<file path="src/include/pmdp_pkg.sv">
// Purpose: Shared constants and types of the MAC-facing data port.
// Assumes: Core clock of 25 MHz; the half-period counts derive from it.
// Notes:   Counts round toward the shorter side, never below one.
package pmdp_pkg;

   ////////////////////////////////////////////////////////////////////////
   // Clock rates
   localparam int CLOCK_HZ      = 25_000_000;
   localparam int MII_10M_HZ    = 2_500_000;
   localparam int MII_100M_HZ   = 25_000_000;
   localparam int RMII_REF_HZ   = 50_000_000;
   localparam int RATE_10M_BPS  = 10_000_000;

   // Half periods of the generated nibble clock, in core cycles
   localparam int HALF_W        = 4;
   localparam int HALF_10M_INT  = CLOCK_HZ / (2 * MII_10M_HZ);
   localparam int HALF_100M_RAW = CLOCK_HZ / (2 * MII_100M_HZ);
   localparam int HALF_100M_INT = (HALF_100M_RAW < 1) ? 1 : HALF_100M_RAW;
   localparam logic [HALF_W-1:0] HALF_10M  = HALF_W'(HALF_10M_INT);
   localparam logic [HALF_W-1:0] HALF_100M = HALF_W'(HALF_100M_INT);

   // Reference edges per di-bit at 10 Mb/s
   localparam int REP_W         = 4;
   localparam int RMII_10M_REP  = RMII_REF_HZ / (RATE_10M_BPS / 2);
   localparam logic [REP_W-1:0] REP_10M_LAST = REP_W'(RMII_10M_REP - 1);
   localparam logic [REP_W-1:0] REP_ZERO     = 4'h0;

   ////////////////////////////////////////////////////////////////////////
   // Idle codes
   localparam logic [1:0] IDLE_DIBIT  = 2'h0;
   localparam logic [3:0] IDLE_NIBBLE = 4'h0;

   // Bit positions in the synchroniser bank
   localparam int SY_REF  = 0;
   localparam int SY_LCLK = 1;
   localparam int SY_TXEN = 2;
   localparam int SY_TXD  = 3;
   localparam int SY_N    = 7;

   typedef enum logic [1:0] {
      RX_IDLE    = 2'b00,
      RX_CARRIER = 2'b01,
      RX_FRAME   = 2'b10,
      RX_DRAIN   = 2'b11
   } pmdp_rx_e;

endpackage

</file>
<file path="src/include/pmdp_sync_if.sv">
// Purpose: Raw inputs and their synchronised levels and edges.
// Assumes: One synchroniser bank per user.
// Notes:   Edges are one-cycle pulses on the core clock.
`timescale 1ns/1ps
interface pmdp_sync_if #(parameter int N = 1);
   logic [N-1:0] raw;
   logic [N-1:0] level;
   logic [N-1:0] rise;
   logic [N-1:0] fall;
   modport sync (input raw, output level, output rise, output fall);
   modport user (output raw, input level, input rise, input fall);
endinterface

</file>
<file path="src/verilog/pmdp_sync.sv">
// Purpose: Two-flop synchroniser bank with edge detection.
// Assumes: Inputs may change at any time.
// Notes:   First stage feeds only the second stage.
`timescale 1ns/1ps
module pmdp_sync #(parameter int N = 1)
(
   input  wire logic i_clock,
   input  wire logic i_reset_n,
   pmdp_sync_if.sync sy
);
   typedef struct packed {
      logic [N-1:0] s1;
      logic [N-1:0] s2;
      logic [N-1:0] s3;
   } pmdp_sync_state_s;

   pmdp_sync_state_s st;
   pmdp_sync_state_s next_st;

   always_comb
   begin
      next_st    = st;
      next_st.s1 = sy.raw;
      next_st.s2 = st.s1;
      next_st.s3 = st.s2;
   end

   always_ff @(posedge i_clock or negedge i_reset_n)
   begin
      if (!i_reset_n)
         st <= '0;
      else
         st <= next_st;
   end

   assign sy.level = st.s2;
   assign sy.rise  = st.s2 & ~st.s3;
   assign sy.fall  = ~st.s2 & st.s3;
endmodule

</file>
<file path="src/verilog/pmdp_clkgen.sv">
// Purpose: Free-running divided clock with falling-edge pulses.
// Assumes: Half period given in core cycles, at least one.
// Notes:   A change of half period takes effect at the next toggle.
`timescale 1ns/1ps
module pmdp_clkgen
   import pmdp_pkg::*;
(
   input  wire logic                        i_clock,
   input  wire logic                        i_reset_n,
   input  wire logic [pmdp_pkg::HALF_W-1:0] i_half,
   output logic                             o_clock,
   output logic                             o_fall
);
   typedef struct packed {
      logic [HALF_W-1:0] cnt;
      logic              clk;
      logic              fall;
   } pmdp_clkgen_state_s;

   pmdp_clkgen_state_s st;
   pmdp_clkgen_state_s next_st;

   always_comb
   begin
      next_st      = st;
      next_st.fall = 1'b0;
      if (st.cnt == '0)
      begin
         next_st.cnt  = HALF_W'(i_half - 1'b1);
         next_st.clk  = ~st.clk;
         next_st.fall = st.clk;
      end
      else
      begin
         next_st.cnt = HALF_W'(st.cnt - 1'b1);
      end
   end

   always_ff @(posedge i_clock or negedge i_reset_n)
   begin
      if (!i_reset_n)
         st <= '0;
      else
         st <= next_st;
   end

   assign o_clock = st.clk;
   assign o_fall  = st.fall;
endmodule

</file>
<file path="src/verilog/pmdp_port.sv">
// Purpose: PHY data port toward a MAC, nibble or reduced di-bit form.
// Assumes: Line-side inputs share the core clock; pins and the
//          recovered line clock do not and are synchronised.
// Notes:   Form, speed, duplex and link are static during a frame.
`timescale 1ns/1ps
module pmdp_port
   import pmdp_pkg::*;
(
   input  wire logic       i_clock,
   input  wire logic       i_reset_n,
   input  wire logic       i_rmii_mode,
   input  wire logic       i_speed_100,
   input  wire logic       i_full_duplex,
   input  wire logic       i_link_up,
   output logic            o_mii_tx_clock,
   input  wire logic       i_mii_tx_enable,
   input  wire logic [3:0] i_mii_tx_data,
   output logic            o_mii_rx_clock,
   output logic            o_mii_rx_valid,
   output logic [3:0]      o_mii_rx_data,
   output logic            o_mii_rx_error,
   output logic            o_mii_carrier,
   output logic            o_mii_collision,
   input  wire logic       i_reference_clock_input,
   input  wire logic       i_rmii_tx_enable,
   input  wire logic [1:0] i_rmii_tx_data,
   output logic            o_rmii_crs_dv,
   output logic [1:0]      o_rmii_rx_data,
   output logic            o_rmii_rx_error,
   input  wire logic       i_line_rx_clock,
   input  wire logic [3:0] i_line_nibble,
   input  wire logic       i_line_nibble_valid,
   input  wire logic       i_line_sfd,
   input  wire logic       i_line_code_error,
   input  wire logic       i_line_preamble_ok,
   input  wire logic       i_line_start_pair,
   input  wire logic       i_line_end_pair,
   input  wire logic       i_line_eof,
   input  wire logic       i_line_idle,
   input  wire logic       i_line_squelch,
   input  wire logic       i_line_zero_pair,
   input  wire logic       i_line_false_carrier,
   output logic [3:0]      o_line_tx_nibble,
   output logic            o_line_tx_valid,
   output logic            o_line_tx_active
);

   ////////////////////////////////////////////////////////////////////////
   // State

   typedef struct packed {
      pmdp_rx_e          rx_st;
      logic              crs;
      logic              col;
      logic              tx_act;
      logic [1:0]        tx_dly;
      logic [3:0]        tx_nib;
      logic              tx_vld;
      logic              tx_ph;
      logic [1:0]        tx_asm;
      logic [REP_W-1:0]  tx_rep;
      logic              rx_clk;
      logic [3:0]        hold;
      logic              hold_vld;
      logic              sfd_seen;
      logic              false_car;
      logic              err_pend;
      logic [3:0]        rxd;
      logic              rxdv;
      logic              rxer;
      logic [3:0]        sh;
      logic              ph;
      logic [REP_W-1:0]  rx_rep;
      logic              crs_dv;
      logic [1:0]        rmii_rxd;
      logic              rmii_rxer;
   } pmdp_state_s;

   pmdp_state_s st;
   pmdp_state_s next_st;

   ////////////////////////////////////////////////////////////////////////
   // Synchronisers and nibble clock

   pmdp_sync_if #(.N(SY_N)) sy_if ();

   logic              gen_clk;
   logic              gen_fall;
   logic [HALF_W-1:0] half_sel;

   // Pins of the unused form are never looked at
   assign sy_if.raw[SY_REF]  = i_reference_clock_input;
   assign sy_if.raw[SY_LCLK] = i_line_rx_clock;
   assign sy_if.raw[SY_TXEN] = i_rmii_mode ? i_rmii_tx_enable
                                           : i_mii_tx_enable;
   assign sy_if.raw[SY_TXD+3:SY_TXD] = i_rmii_mode
                                     ? {2'h0, i_rmii_tx_data}
                                     : i_mii_tx_data;

   pmdp_sync #(.N(SY_N)) u_sync
   (
      .i_clock   (i_clock),
      .i_reset_n (i_reset_n),
      .sy        (sy_if.sync)
   );

   assign half_sel = i_speed_100 ? HALF_100M : HALF_10M;

   pmdp_clkgen u_clkgen
   (
      .i_clock   (i_clock),
      .i_reset_n (i_reset_n),
      .i_half    (half_sel),
      .o_clock   (gen_clk),
      .o_fall    (gen_fall)
   );

   ////////////////////////////////////////////////////////////////////////
   // Decoded events

   logic       tx_en_s;
   logic [3:0] txd_s;
   logic       ref_tick;
   logic       lclk_s;
   logic       set_ev;
   logic       clr_ev;
   logic       use_line;
   logic       sel_clk;
   logic       rx_fall;
   logic       accept;

   assign tx_en_s  = sy_if.level[SY_TXEN];
   assign txd_s    = sy_if.level[SY_TXD+3:SY_TXD];
   // Falling reference edge: mid-cycle, clear of the MAC's launch edge
   assign ref_tick = sy_if.fall[SY_REF];
   assign lclk_s   = sy_if.level[SY_LCLK];

   always_comb
   begin
      set_ev = 1'b0;
      clr_ev = 1'b0;
      if (i_rmii_mode && !i_speed_100)
      begin
         set_ev = i_line_squelch;
         clr_ev = !i_line_squelch;
      end
      else if (i_rmii_mode)
      begin
         set_ev = i_line_zero_pair;
         clr_ev = i_line_end_pair | i_line_idle;
      end
      else if (!i_speed_100)
      begin
         set_ev = i_line_preamble_ok;
         clr_ev = i_line_eof;
      end
      else
      begin
         set_ev = i_line_start_pair;
         clr_ev = i_line_end_pair | i_line_idle;
      end
   end

   // Receive clock source: line only while it is trustworthy
   assign use_line = i_link_up & (i_speed_100 | st.crs);
   assign sel_clk  = use_line ? lclk_s : gen_clk;
   assign rx_fall  = st.rx_clk & ~sel_clk;

   // 10M nibble form discards preamble until the delimiter
   assign accept = i_line_nibble_valid && !st.false_car
                 && (st.rx_st == RX_CARRIER || st.rx_st == RX_FRAME)
                 && (i_rmii_mode || i_speed_100
                     || st.sfd_seen || i_line_sfd);

   ////////////////////////////////////////////////////////////////////////
   // Next state

   always_comb
   begin
      next_st        = st;
      next_st.tx_vld = 1'b0;
      next_st.tx_act = tx_en_s;
      next_st.tx_dly = {st.tx_dly[0], gen_fall};

      // Transmit: data outside enable is never taken
      if (!tx_en_s)
      begin
         next_st.tx_ph  = 1'b0;
         next_st.tx_rep = REP_ZERO;
      end
      else if (!i_rmii_mode && st.tx_dly[1])
      begin
         next_st.tx_nib = txd_s;
         next_st.tx_vld = 1'b1;
      end
      else if (i_rmii_mode && ref_tick)
      begin
         if (st.tx_rep != REP_ZERO)
         begin
            next_st.tx_rep = REP_W'(st.tx_rep - 1'b1);
         end
         else
         begin
            next_st.tx_rep = i_speed_100 ? REP_ZERO : REP_10M_LAST;
            if (!st.tx_ph)
            begin
               next_st.tx_asm = txd_s[1:0];
               next_st.tx_ph  = 1'b1;
            end
            else
            begin
               next_st.tx_nib = {txd_s[1:0], st.tx_asm};
               next_st.tx_vld = 1'b1;
               next_st.tx_ph  = 1'b0;
            end
         end
      end

      // Carrier and collision; a set beats a clear
      if (set_ev)
         next_st.crs = 1'b1;
      else if (clr_ev)
         next_st.crs = 1'b0;
      next_st.col = !i_full_duplex && tx_en_s && st.crs;

      if (i_line_sfd && st.rx_st != RX_IDLE)
         next_st.sfd_seen = 1'b1;
      if (i_line_false_carrier && st.rx_st == RX_CARRIER)
         next_st.false_car = 1'b1;

      next_st.rx_clk = sel_clk;

      // Nibble form presentation on falling receive clock
      if (!i_rmii_mode && rx_fall)
      begin
         if (st.hold_vld)
         begin
            next_st.rxd      = st.hold;
            next_st.rxdv     = 1'b1;
            next_st.rxer     = st.err_pend;
            next_st.err_pend = 1'b0;
            next_st.hold_vld = 1'b0;
         end
         else
         begin
            next_st.rxd  = IDLE_NIBBLE;
            next_st.rxdv = 1'b0;
            next_st.rxer = 1'b0;
         end
      end

      // Di-bit form: valid rises at once on carrier
      if (i_rmii_mode && set_ev)
         next_st.crs_dv = 1'b1;
      if (i_rmii_mode && ref_tick)
      begin
         if (st.rx_rep != REP_ZERO)
         begin
            next_st.rx_rep = REP_W'(st.rx_rep - 1'b1);
         end
         else
         begin
            next_st.rx_rep = i_speed_100 ? REP_ZERO : REP_10M_LAST;
            if (st.ph)
            begin
               next_st.rmii_rxd  = st.sh[3:2];
               next_st.crs_dv    = 1'b1;
               next_st.rmii_rxer = 1'b0;
               next_st.ph        = 1'b0;
            end
            else if (st.hold_vld)
            begin
               next_st.sh        = st.hold;
               next_st.rmii_rxd  = st.hold[1:0];
               next_st.rmii_rxer = st.err_pend;
               next_st.err_pend  = 1'b0;
               next_st.hold_vld  = 1'b0;
               next_st.ph        = 1'b1;
               next_st.crs_dv    = next_st.crs;
            end
            else
            begin
               // No decoded data yet, or false carrier
               next_st.rmii_rxd  = IDLE_DIBIT;
               next_st.rmii_rxer = 1'b0;
               next_st.crs_dv    = next_st.crs;
            end
         end
      end

      // Error seen in a frame waits for its nibble; set wins
      if (i_line_code_error && st.rx_st != RX_IDLE)
         next_st.err_pend = 1'b1;

      // One-nibble hold; a new nibble wins over the drain
      if (accept)
      begin
         next_st.hold     = i_line_nibble;
         next_st.hold_vld = 1'b1;
      end

      case (st.rx_st)
         RX_IDLE:
         begin
            next_st.sfd_seen  = 1'b0;
            next_st.false_car = 1'b0;
            if (set_ev)
               next_st.rx_st = RX_CARRIER;
         end
         RX_CARRIER:
         begin
            if (accept)
               next_st.rx_st = RX_FRAME;
            else if (!next_st.crs)
               next_st.rx_st = RX_DRAIN;
         end
         RX_FRAME:
         begin
            if (!next_st.crs)
               next_st.rx_st = RX_DRAIN;
         end
         RX_DRAIN:
         begin
            // Idle only once every bit has left
            if (!next_st.hold_vld && !next_st.ph)
               next_st.rx_st = RX_IDLE;
         end
         default:
         begin
            next_st.rx_st = RX_IDLE;
         end
      endcase
   end

   always_ff @(posedge i_clock or negedge i_reset_n)
   begin
      if (!i_reset_n)
      begin
         st       <= '0;
         st.rx_st <= RX_IDLE;
      end
      else
      begin
         st <= next_st;
      end
   end

   ////////////////////////////////////////////////////////////////////////
   // Outputs

   assign o_mii_tx_clock   = gen_clk;
   assign o_mii_rx_clock   = st.rx_clk;
   assign o_mii_rx_valid   = st.rxdv;
   assign o_mii_rx_data    = st.rxd;
   assign o_mii_rx_error   = st.rxer;
   assign o_mii_carrier    = st.crs;
   assign o_mii_collision  = st.col;
   assign o_rmii_crs_dv    = st.crs_dv;
   assign o_rmii_rx_data   = st.rmii_rxd;
   assign o_rmii_rx_error  = st.rmii_rxer;
   assign o_line_tx_nibble = st.tx_nib;
   assign o_line_tx_valid  = st.tx_vld;
   assign o_line_tx_active = st.tx_act;
endmodule

</file>
<file path="config.mk">
export PLATFORM = sky130hd
export DESIGN_NAME = pmdp_port
export DESIGN_NICKNAME = d
export VERILOG_FILES = /design/src/include/pmdp_pkg.sv /design/src/include/pmdp_sync_if.sv /design/src/verilog/pmdp_sync.sv /design/src/verilog/pmdp_clkgen.sv /design/src/verilog/pmdp_port.sv
export SDC_FILE = /design/constraint.sdc
export NUM_CORES = 1
export LEC_CHECK = 0
export BUFFER_PORTS_ARGS = -buffer_cell sky130_fd_sc_hd__buf_4
export CORE_ASPECT_RATIO = 0.8
export CORE_UTILIZATION = 45
export DETAILED_ROUTE_END_ITERATION = 8
export PLACE_DENSITY_LB_ADDON = 0.1
export SLEW_MARGIN = 10
export SYNTH_ARGS = -nofsm -noshare
export SYNTH_HDL_FRONTEND = slang
export SYNTH_SLANG_ARGS = --single-unit
</file>
<file path="constraint.sdc">
create_clock -name i_clock -period 2.7 [get_ports i_clock]
set_clock_uncertainty 0.15 [all_clocks]
set_input_delay 0.27 -clock i_clock [delete_from_list [all_inputs] [get_ports i_clock]]
set_output_delay 0.27 -clock i_clock [all_outputs]
set_load 0.01 [all_outputs]
</file>
-- After elaboration in Yosys (flattened, before gate mapping)
Index checks and enable logic that the tools add are counted.
- bitwise gates (word level): 13
- add/subtract/negate cells: 4
- muxes and demuxes: 57
- equal/unequal tests: 9
- reduce and logical (&&, ||, !) cells: 41
- operators by type and width (operator ; number):
    $mux 1 ; 32
    $mux 4 ; 8
    $logic_and 1x1->1 ; 14
    $mux 7 ; 2
    $mux 12 ; 1
    $mux 2 ; 6
    $ne 2x2->1 const B ; 6
    $sub 4x1->4 const B ; 3
    $mux 5 ; 2
    $reduce_bool 2->1 ; 5
    $mux 9 ; 1
    $mux 8 ; 1
    $not 1->1 ; 8
    $pmux 2 s4 ; 1
    $reduce_and 4->1 ; 2
    $reduce_bool 4->1 ; 2
    $logic_not 1->1 ; 7
    $mux 3 ; 2
    $mux 6 ; 1
    $reduce_and 2->1 ; 3
    $reduce_and 5->1 ; 1
    $eq 2x2->1 const B ; 2
    $logic_not 4->1 ; 1
    $logic_or 1x1->1 ; 4
    6 further kinds ; 9
- bits of input ports: 31
- register bits after elaboration: 68
- logic and storage cells: 155
- output and inout bits: 20

-- Depth between registers and ports, before layout
Gate-level depths: netlist (run 1).
- depth in word-level cells: 16
- mapped depth: 7
- gate-level depth less buffers: 7

-- Hierarchy
Synthesis (run 1) repeated with hierarchy kept, for this count alone.
- cells, all modules: 279
- area total of the unflattened synthesis: 3156.8 um^2
- modules (own cells, without submodules) (module ; instances ; area each (um^2) ; cells each):
    pmdp_port ; 1 ; 2184.6 ; 212
    pmdp_sync ; 1 ; 700.7 ; 42
    pmdp_clkgen ; 1 ; 271.5 ; 25

-- Worst setup path after synthesis (run 1)
Ideal clock, no wire load.
- kind: flip-flop to flip-flop
- start: register st (netlist bit o_mii_carrier)
- end: register st[45] (netlist bit)
- buffers on the path: 0
- slack: 512 ps
- library setup time: 121 ps
- arrival time: 1917 ps
- stages on the path, launching flop included: 6
- data required time: 2429 ps
- cells stage by stage: dfrtp_1 o211a_1 a2111o_1 a221o_1 o32a_1 o22a_1
- cells in the longest elaborated chain, start to end: 16
- elaborated cells between the ends (all ways): 21
- those cells by class: eq/ne: 1; mux: 12; bitwise: 4; reduce/logical: 4
- ends and longest elaborated chain (item ; RTL line ; source):
    from (decl) ; pmdp_port.sv:79 ; pmdp_state_s st;
    from (signal assigned) ; pmdp_port.sv:344 ; st <= next_st;
    $or 1x1->1 ; pmdp_port.sv:165 ; assign use_line = i_link_up & (i_speed_100 | st.crs);
    $and 1x1->1 ; pmdp_port.sv:165 ;
    $mux 1 ; pmdp_port.sv:166 ; assign sel_clk = use_line ? lclk_s : gen_clk;
    $not 1->1 ; pmdp_port.sv:167 ; assign rx_fall = st.rx_clk & ~sel_clk;
    $and 1x1->1 ; pmdp_port.sv:167 ;
    $logic_and 1x1->1 ; pmdp_port.sv:234 ; if (!i_rmii_mode && rx_fall)
    $mux 1 ; pmdp_port.sv:234 ;
    $mux 1 ; pmdp_port.sv:271 ; else if (st.hold_vld)
    $mux 1 ; pmdp_port.sv:264 ; if (st.ph)
    $mux 1 ; pmdp_port.sv:257 ; if (st.rx_rep != REP_ZERO)
    $mux 1 ; pmdp_port.sv:255 ; if (i_rmii_mode && ref_tick)
    $mux 1 ; pmdp_port.sv:296 ; if (accept)
    $logic_not 1->1 ; pmdp_port.sv:325 ; if (!next_st.hold_vld && !next_st.ph)
    $logic_and 1x1->1 ; pmdp_port.sv:325 ;
    $ne 2x2->1 (no source line) ; - ;
    $reduce_and 2->1 (no source line) ; - ;
Several ways; a longest one is shown, not always the timed one.
A chain may end at the register's enable or synchronous reset.

-- Final worst setup path (run 1)
- start: register st[28] (netlist bit)
- end: register st (netlist bit o_line_tx_nibble[2])
- cells in the longest elaborated chain, start to end: 3
- ends and longest elaborated chain (item ; RTL line ; source):
    $reduce_bool 4->1 ; pmdp_port.sv:198 ; if (st.tx_rep != REP_ZERO)
    $ne 2x2->1 (no source line) ; - ;
    $reduce_and 4->1 (no source line) ; - ;
No other way between the ends.

==> flow_metrics.py, run 1 <==
metrics = {
    "sta": {
        "finalCritPeriodShare": 0.8485,
        "finalHoldViolations": 0,
        "holdWs_ns": 0.01365,
        "fin_crit_ns": 2.291,
        "max_slew.worst_pin.slew_ns": 0.8037,
        "slew_violations": 0,
        "max_freq_ghz": 0.4365,
        "tns_ns": 0,
        "grt_setup_unrepaired": "false",
        "setup_ws_ns": 0.4090,
        "setup_viol": 0,
        "slew_headroom": 0.4642,
    },
    "clock_tree": {
        "cts_resized": 0,
        "htree_levels": 3,
        "clockBufferDepth": 2,
        "path_clk_slew_ns": 0.06,
        "clock-sinks": 66,
        "postCtsSetupBuffers": 0,
        "numCtsBuffers": 9,
        "cts_tree": "done",
        "worstSkewPairLatency_ns": 0.34,
        "root_buffer": "clkbuf_8",
    },
    "power_and_ir_drop": {
        "p_int_mw": 2.156,
        "netSwitchingFraction": 0.3198,
        "p_leak_nw": 1.654,
        "pwr-share-comb": 0.285,
        "seqPwrFrac": 0.480,
        "peakVddDrop_v": 0.0003966,
        "clkPwrFrac": 0.235,
        "switching_power_mw": 1.014,
        "power_density_nw_per_um2": 914.6,
    },
    "placed_design": {
        "portBuffers": 50,
        "place.gp.congestion": 0.7668,
        "place_ws_ns": 0.4303,
        "place_hpwl_um": 3706,
    },
    "grt": {
        "grt_max_degree": 67,
        "grt_pass1_wl_um": 9197,
        "gr-total-overflow": 0,
        "track_usage": 0.1897,
        "grt_pass1_vias": 1864,
        "antenna_found_initial": 0,
    },
    "flow_run": {
        "max-cap-violations": 0,
    },
    "worst_setup_path": {
        "reg2reg_depth": 7,
        "rr_startpoint": "st[28]",
        "cpPeakStageDelay_ns": 0.49,
        "reg2reg_slack_ns": 0.41,
        "worstSetupStartpointType": "flop",
        "r2r_end": "o_line_tx_nibble[2]",
        "crit_path_top_delay_cell": "or3b_2",
        "critical_path_class": "reg2reg",
        "arrival_ns": 2.40,
        "crit_fanout": 5,
        "end_kind": "flop",
        "required_ns": 2.81,
        "crit_path_cell_trace": "inv_1 > ha_1 > or3b_2 > nor2_1 > nand2_1 > a21boi_1 > a2bb2oi_1",
    },
    "worst_hold_path": {
        "min_from": "i_line_sfd",
        "hold_path.class": "in2reg",
        "min_path_cells": 3,
        "hold_end": "st[21]",
    },
    "die": {
        "initial_core_util": 0.4688,
        "fp-row-count": 25,
        "pin_count": 51,
        "dieWidth_um": 89.74,
        "die_y_um": 72.19,
        "core_um2": 5912,
        "dieArea_um2": 6478,
    },
    "routing": {
        "avgRoutedWirePerCell_um": 14.00,
        "drt-total-wl_um": 5404,
        "via_per_inst": 4.977,
        "drc": 0,
        "drtPass1Iterations": 5,
        "dr.first_iter.drc_count": 124,
        "ant_nets": 0,
        "num_vias": 1921,
    },
    "logic_synthesis": {
        "synthTopCellsByArea": "dfrtp_1 (60%), mux2_2 (5.3%), nand2_1 (3.9%), ha_1 (3.2%), o21ai_0 (3.1%)",
        "synth_nets": 281,
        "synth_edf_count": 0,
        "synth_top_area_frac": 0.5959,
        "synth_ff_type": "dfrtp_1",
        "async_reset_ff_frac": 1.000,
        "ys_types": 39,
        "yosysTopAreaCell": "dfrtp_1",
        "synth_seq_area_share": 0.5959,
        "syn_inst": 243,
        "ys_top_cells_by_count": "dfrtp_1 (66), nand2_1 (29), o21ai_0 (17)",
        "ys_warn_count": 0,
        "synth-seq-cells": 66,
        "synthMostInstantiatedCell": "dfrtp_1",
        "postSynthAreaPerCell_um2": 11.40,
        "synth_area_um2": 2771,
    },
    "cells_and_area": {
        "antenna_cells": 0,
        "drive_gt1_frac": 0.2689,
        "area_growth_pct": 25.06,
        "nets": 340,
        "fillerInstances": 505,
        "utilization": 0.5862,
    },
    "run_status": {
        "outcome": "finished clean",
    },
}
state kept, by name, summed over array words and instances, names as in the netlist, 2 cells and up:
name and flops:
o_line_tx_nibble 4, u_sync.sy.level 7, o_rmii_rx_data 2, u_clkgen.st 4, st 25, u_sync.next_st 7
o_mii_rx_data 4
what timing repair did:
item                                    CTS  global route
hold buffers                             12             1
endpoints found under the hold margin    75             1
endpoints found under the setup margin    0             0
power by group through the flow:
stage	registers, mW	clock network (mW)	logic, mW
finish	1.52	0.744	0.905
global route	1.57	0.813	1.02
CTS	1.52	0.772	0.910
detailed placement	1.54	0	0.886
global placement	1.53	0	0.875
floorplan	1.46	0	0.662
through the flow:
stage	power, mW	std cells	area (µm²)
2_1_floorplan	2.122	243	2771
3_3_place_gp	2.404	359	3158
3_5_place_dp	2.425	359	3158
4_1_cts	3.204	385	3456
5_1_grt	3.399	386	3466
6_report	3.170	386	3466
worst max-delay path, delay by kind of cell (launching register included):
family | cells | cell delay (ns)
AOI/OAI and AO/OA | 2 | 0.56
adders and majority gates | 1 | 0.14
DFF | 1 | 0.40
buffers and inverters | 1 | 0.11
and+or+nand+nor | 3 | 0.86
cells by family (layout without fill, tap and decap cells):
group           Yosys count  count (layout)  synth area share
flops                    66              66            0.5959
compound gates           53              53            0.1246
mux                      14              14           0.06095
buf+inv                  30              92           0.05688
xor+xnor                  3               3          0.009483
simple gates             70              70            0.1205
fa+ha+maj                 7               7           0.03160
layout by cell type, fill, tap and decap left out, drive strengths merged, types with 3 or more instances in the layout:
| master | Yosys | routed |
|---|---|---|
| a21oi | 11 | 11 |
| a2bb2oi | 4 | 4 |
| and2 | 4 | 4 |
| buf | 11 | 53 |
| clkbuf | 7 | 12 |
| dfrtp | 66 | 66 |
| dlygate4sd3 | 0 | 13 |
| ha | 7 | 7 |
| inv | 12 | 12 |
| mux2 | 13 | 13 |
| nand2 | 29 | 29 |
| nor2 | 14 | 14 |
| nor2b | 4 | 4 |
| nor3 | 5 | 5 |
| nor4 | 5 | 5 |
| o21ai | 17 | 17 |
| o22ai | 5 | 5 |
| or3 | 3 | 3 |
how the worst max path moves through the flow:
stage	from	endpoint	depth (start not counted)
floorplan	o_mii_carrier	st[45]	5
global placement	st[28]	o_line_tx_nibble[2]	7
detailed placement	st[28]	o_line_tx_nibble[3]	7
CTS	st[28]	o_line_tx_nibble[3]	7
global route	st[28]	o_line_tx_nibble[1]	7
finish	st[28]	o_line_tx_nibble[2]	7
layer usage:
metal	wire length, µm	vias to the layer above	share of wire	track usage
met2	2213	54	0.41	0.2607
met1	2762	899	0.51	0.2680
met3	318	14	0.059	0.06499
met4	110	0	0.020	0.09472
met5	0	-	0	0
li1	-	954	-	-
final cells by class:
cell class / count / area (µm²) / share of cell area
clock inverter: 2 / 12.51 / 0.003610
multi-input combinational: 147 / 962.2 / 0.2776
timing repair buffer: 66 / 528.0 / 0.1523
inverter: 12 / 45.04 / 0.01300
sequential: 66 / 1652 / 0.4765
tap: 81 / 101.3 / 0.02924
clock buffer: 12 / 165.2 / 0.04765
No activity file was read; power rests on OpenSTA's default activity.
==> run 2, diff against run 1 <==
--- a/config.mk
+++ b/config.mk
@@ -5,6 +5,7 @@
 export SDC_FILE = /design/constraint.sdc
 export NUM_CORES = 1
 export LEC_CHECK = 0
+export ABC_AREA = 1
 export BUFFER_PORTS_ARGS = -buffer_cell sky130_fd_sc_hd__buf_4
 export CORE_ASPECT_RATIO = 0.8
 export CORE_UTILIZATION = 45
==> constraint.sdc (replaced) <==
create_clock -name i_clock -period 2.1 [get_ports i_clock]
set_clock_uncertainty 0.15 [all_clocks]
set_input_delay 0.21 -clock i_clock [delete_from_list [all_inputs] [get_ports i_clock]]
set_output_delay 0.21 -clock i_clock [all_outputs]
set_load 0.01 [all_outputs]
==> flow_metrics.py, run 2 <==
metrics = {
    "sta": {
        "setup_ws_ns": 0.3054,
        "max_freq_ghz": 0.5572,
        "max_slew.worst_pin.slew_ns": 0.4178,
        "setup_viol": 0,
        "grt_setup_unrepaired": "false",
        "slew_headroom": 0.7215,
        "finalHoldViolations": 0,
        "fin_crit_ns": 1.795,
        "finalCritPeriodShare": 0.8546,
        "tns_ns": 0,
        "slew_violations": 0,
    },
    "grt": {
        "grt_pass1_vias": 2062,
        "gr-total-overflow": 0,
        "antenna_found_initial": 0,
        "grt_pass1_wl_um": 9922,
        "grt_max_degree": 32,
        "track_usage": 0.1938,
    },
    "clock_tree": {
        "htree_levels": 3,
        "cts_tree": "done",
        "postCtsSetupBuffers": 0,
        "clockBufferDepth": 2,
        "clock-sinks": 66,
        "numCtsBuffers": 9,
        "root_buffer": "clkbuf_8",
        "path_clk_slew_ns": 0.07,
        "worstSkewPairLatency_ns": 0.34,
    },
    "logic_synthesis": {
        "ys_top_cells_by_count": "dfrtp_1 (66), nand2_1 (65), inv_1 (35)",
        "synth_top_family_by_area": "simple AND/OR/NAND/NOR gates",
        "synthAdderAreaFrac": 0.02965,
        "synth_ff_type": "dfrtp_1",
        "synth_nets": 342,
        "synth-simple-area-share": 0.2114,
        "synth-seq-cells": 66,
        "postSynthAreaPerCell_um2": 9.717,
        "syn_inst": 304,
        "synth_top_area_frac": 0.5591,
        "synth_compound_area_frac": 0.09403,
        "synth_edf_count": 0,
        "synth_xor_area_frac": 0.008895,
        "yosysTopAreaCell": "dfrtp_1",
        "synthTopCellsByArea": "dfrtp_1 (56%), nand2_1 (8.3%), inv_1 (4.4%), o21ai_0 (3.2%), ha_1 (3.0%)",
        "synth_mux_area_frac": 0.007624,
        "synth_area_um2": 2954,
        "ys_types": 34,
        "synthMostInstantiatedCell": "dfrtp_1",
        "ys_warn_count": 0,
        "synth_seq_area_share": 0.5591,
        "async_reset_ff_frac": 1.000,
    },
    "worst_setup_path": {
        "reg2reg_slack_ns": 0.31,
        "worstSetupStartpointType": "flop",
        "end_kind": "flop",
        "crit_path_top_delay_cell": "dfrtp_1",
        "path_delay_family": "flip-flops",
        "crit_path_cell_trace": "inv_1 > ha_1 > and3_1 > nand2_2 > mux2_2",
        "crit_fanout": 9,
        "path_buf_inv": 1,
        "cpPeakStageDelay_ns": 0.42,
        "critical_path_class": "reg2reg",
        "required_ns": 2.17,
        "arrival_ns": 1.87,
    },
    "power_and_ir_drop": {
        "p_total_mw": 4.205,
        "pwr-share-comb": 0.329,
        "peakVddDrop_v": 0.0006620,
        "seqPwrFrac": 0.447,
        "clkPwrFrac": 0.224,
        "p_leak_nw": 1.882,
        "switching_power_mw": 1.492,
        "netSwitchingFraction": 0.3549,
        "power_density_nw_per_um2": 1122,
        "p_int_mw": 2.713,
    },
    "worst_hold_path": {
        "hold_path.class": "in2reg",
    },
    "die": {
        "dieWidth_um": 92.59,
        "fp-row-count": 26,
        "dieArea_um2": 6895,
        "pin_count": 51,
        "initial_core_util": 0.4633,
        "die_y_um": 74.47,
        "core_um2": 6376,
    },
    "placed_design": {
        "place.gp.congestion": 0.8031,
        "portBuffers": 50,
        "place_hpwl_um": 4197,
        "dp_cells": 427,
        "place_ws_ns": 0.3181,
    },
    "cells_and_area": {
        "final_cells": 465,
        "area_growth_pct": 26.90,
        "drive_gt1_frac": 0.2493,
        "antenna_cells": 0,
        "top_register": "st",
        "final_common_cell": "dfrtp_1",
        "nets": 414,
        "most-common-layout-cells": "dfrtp_1 (66), nand2_1 (65), buf_4 (51)",
        "largest_register_ffs": 25,
        "utilization": 0.5879,
    },
    "flow_run": {
        "max-cap-violations": 0,
    },
    "routing": {
        "ant_nets": 0,
        "dr.first_iter.drc_count": 84,
        "drt-total-wl_um": 5878,
        "drc": 0,
        "avgRoutedWirePerCell_um": 12.64,
        "via_per_inst": 4.628,
        "drtPass1Iterations": 4,
        "num_vias": 2152,
    },
    "run_status": {
        "outcome": "finished clean",
    },
}
## run 2: logic make-up (layout without fill, tap and decap cells)
family	count (synthesis)	in the layout
simple gates	127	127
flops	66	66
buf+inv	53	130
compound gates	46	46
fa+ha+maj	7	7
xor+xnor	3	3
mux	2	2
## run 2: stage by stage
step / hold WS, ns / area, µm²
floorplan: -0.2356 / 2954
global placement: 0.02292 / 3348
detailed placement: 0.02597 / 3348
CTS: 0.02330 / 3749
global route: 0.04244 / 3749
finish: 0.03579 / 3749
## run 2: cell type report
type | count | area, µm²
fillers | 575 | 2628
inverters | 40 | 150.1
repair buffers | 74 | 623.1
flip-flops and latches | 66 | 1652
clock inverters | 6 | 42.54
clock buffers | 10 | 137.6
multi-input cells | 185 | 1039
well taps | 84 | 105.1
## run 2: worst paths after layout
path / depth (start not counted) / to / startpoint
min: 4 / o_mii_rx_clock / i_link_up
max reg2reg: 5 / st[24] / st[46]
min reg2reg: 0 / u_sync.sy.level[2] / u_sync.next_st[9]
min in group asynchronous: 2 / o_line_tx_nibble[2] / i_reset_n
max in group asynchronous: 3 / o_mii_rx_data[2] / i_reset_n
max: 5 / st[24] / st[46]
## run 2: power by group through the flow
stage          Combinational [mW]  Sequential, mW  Clock, mW
4_1_cts                      1.40            1.88      0.976
2_1_floorplan               0.996            1.87          0
6_report                     1.38            1.88      0.942
3_3_place_gp                 1.33            1.89          0
5_1_grt                      1.58            1.93       1.03
3_5_place_dp                 1.36            1.90          0
## run 2: per-layer routing
| layer | global-route usage | up-vias | share of wire | wire [µm] |
|---|---|---|---|---|
| met1 | 0.2745 | 993 | 0.51 | 3021 |
| met5 | 0 | - | 0 | 0 |
| met2 | 0.2807 | 42 | 0.43 | 2506 |
| li1 | - | 1111 | - | - |
| met3 | 0.07260 | 6 | 0.049 | 287 |
| met4 | 0.05208 | 0 | 0.011 | 63 |
## run 2: tightest hold or removal path: cells and delay by family
| kind | cells | cell delay, ns |
|---|---|---|
| buffers and inverters | 1 | 0.11 |
| AND/OR/NAND/NOR | 3 | 0.17 |
## run 2: what timing repair did
action / in CTS / in global routing
gates resized for setup: 0 / 0
endpoints found under the hold margin: 62 / 0
hold buffers: 22 / 0
==> run 3, diff against run 2 <==
--- a/config.mk
+++ b/config.mk
@@ -6,7 +6,7 @@
 export NUM_CORES = 1
 export LEC_CHECK = 0
 export ABC_AREA = 1
-export BUFFER_PORTS_ARGS = -buffer_cell sky130_fd_sc_hd__buf_4
+export BUFFER_PORTS_ARGS = -buffer_cell sky130_fd_sc_hd__buf_2
 export CORE_ASPECT_RATIO = 0.8
 export CORE_UTILIZATION = 45
 export DETAILED_ROUTE_END_ITERATION = 8
@@ -14,4 +14,5 @@
 export SLEW_MARGIN = 10
 export SYNTH_ARGS = -nofsm -noshare
 export SYNTH_HDL_FRONTEND = slang
+export SYNTH_HIERARCHICAL = 1
 export SYNTH_SLANG_ARGS = --single-unit
==> flow_metrics.py, run 3 <==
metrics = {
    "run_status": {
        "outcome": "finished clean",
    },
    "worst_setup_path": {
        "required_ns": 2.21,
        "end_kind": "flop",
        "critical_path_class": "reg2reg",
        "crit_fanout": 9,
        "cpPeakStageDelay_ns": 0.38,
        "crit_path_cell_trace": "inv_1 > ha_1 > inv_1 > nor3_2 > inv_2 > nor2_8 > nand2_4 > a21oi_4 > nor2_1 > a21oi_1",
        "crit_top_cell": "inv_1",
        "reg2reg_slack_ns": 0.25,
        "arrival_ns": 1.96,
        "worstSetupStartpointType": "flop",
        "crit_path_top_delay_cell": "dfrtp_1",
    },
    "die": {
        "pin_count": 51,
        "dieWidth_um": 93.90,
        "core_um2": 6441,
        "dieArea_um2": 7091,
        "fp-row-count": 26,
        "die_y_um": 75.52,
        "initial_core_util": 0.4720,
    },
    "grt": {
        "gr-total-overflow": 0,
        "grt_max_degree": 26,
        "grt_pass1_wl_um": 9763,
        "antenna_found_initial": 0,
        "track_usage": 0.1863,
        "grt_pass1_vias": 2157,
    },
    "sta": {
        "slew_violations": 0,
        "finalHoldViolations": 0,
        "max_freq_ghz": 0.5409,
        "grt_setup_unrepaired": "false",
        "setup_viol": 0,
        "fin_crit_ns": 1.849,
        "max_slew.worst_pin.slew_ns": 0.5693,
        "slew_headroom": 0.6204,
        "finalCritPeriodShare": 0.8803,
        "tns_ns": 0,
        "holdWs_ns": 0.07909,
    },
    "routing": {
        "wl_met3_um": 255,
        "drc": 0,
        "met1_length_um": 2839,
        "met2WireLength_um": 2453,
        "highest_layer": "met4",
        "dr.first_iter.drc_count": 129,
        "ant_nets": 0,
        "drtPass1Iterations": 4,
        "num_vias": 2215,
        "drt-total-wl_um": 5645,
        "avgRoutedWirePerCell_um": 11.69,
        "via_per_inst": 4.586,
    },
    "flow_run": {
        "max-cap-violations": 0,
    },
    "clock_tree": {
        "root_buffer": "clkbuf_8",
        "htree_levels": 3,
        "clockBufferDepth": 2,
        "numCtsBuffers": 9,
        "clock-sinks": 66,
        "cts_tree": "done",
        "worstSkewPairLatency_ns": 0.33,
        "path_clk_slew_ns": 0.07,
    },
    "logic_synthesis": {
        "ys_warn_count": 6,
        "syn_inst": 328,
        "postSynthAreaPerCell_um2": 9.270,
        "synth_area_um2": 3040,
    },
    "cells_and_area": {
        "largest_register_ffs": 25,
        "drive_gt1_frac": 0.2381,
        "final_common_cell": "nand2_1",
        "final_cells": 483,
        "nets": 432,
        "area_growth_pct": 22.30,
        "most-common-layout-cells": "nand2_1 (79), dfrtp_1 (66), buf_2 (50)",
        "utilization": 0.5773,
        "fillerInstances": 596,
        "top_register": "st",
        "antenna_cells": 0,
    },
    "placed_design": {
        "dp_cells": 448,
        "place.gp.congestion": 0.7541,
        "portBuffers": 50,
        "place_hpwl_um": 4101,
    },
    "worst_hold_path": {
        "hold_path.class": "in2reg",
    },
    "power_and_ir_drop": {
        "p_leak_nw": 1.976,
        "peakVddDrop_v": 0.0007700,
        "power_density_nw_per_um2": 1165,
        "p_total_mw": 4.334,
    },
}
run 3: worst paths after layout:
| check | cells after the start | endpoint | start |
|---|---|---|---|
| hold reg to reg | 0 | u_sync/sy.level[1] | u_sync/next_st[8] |
| min in group asynchronous | 2 | o_line_tx_nibble[2] | i_reset_n |
| max in group asynchronous | 3 | u_sync/next_st[8] | i_reset_n |
| setup / recovery | 10 | o_line_tx_nibble[1] | st[28] |
| setup reg to reg | 10 | o_line_tx_nibble[1] | st[28] |
| hold / removal | 2 | u_sync/next_st[13] | i_rmii_mode |
run 3: metal layers:
layer	vias up	GRT usage
met3	8	0.06687
met1	1013	0.2453
met4	0	0.07521
met5	-	0
met2	48	0.2839
li1	1146	-
run 3: worst max-delay path, delay by kind of cell (launching register included):
family | cells | cell delay (ns)
AND/OR/NAND/NOR | 4 | 0.45
adder cells (fa/ha/maj) | 1 | 0.16
flip-flops | 1 | 0.38
AO/OA/AOI/OAI | 2 | 0.36
buffers and inverters | 3 | 0.27
run 3: power by group:
| part | internal (mW) | switching, mW |
|---|---|---|
| combinational | 0.530 | 0.763 |
| sequential | 1.65 | 0.254 |
| clock | 0.665 | 0.474 |
| total | 2.84 | 1.49 |
run 3: metrics by stage:
| step | setup WS [ns] | cell area, µm² |
|---|---|---|
| 2_1_floorplan | 0.3813 | 3044 |
| 3_3_place_gp | 0.2943 | 3308 |
| 3_5_place_dp | 0.1902 | 3308 |
| 4_1_cts | 0.1802 | 3716 |
| 5_1_grt | 0.08492 | 3719 |
| 6_report | 0.2513 | 3719 |
run 3: what timing repair did:
item,4_1_cts,5_1_grt
hold buffers,19,0
gates resized for setup,0,1
hold endpoints to repair,35,0
setup endpoints to repair,0,1
setup buffers,0,0
run 3: final cells by class:
cell class,instances,area [µm²],area share
clock inverter,7,93.84,0.02524
inverter,47,178.9,0.04812
multi-input combinational,199,1085,0.2917
tap,84,105.1,0.02826
clock buffer,9,123.9,0.03331
sequential,66,1652,0.4441
timing repair buffer,71,480.5,0.1292
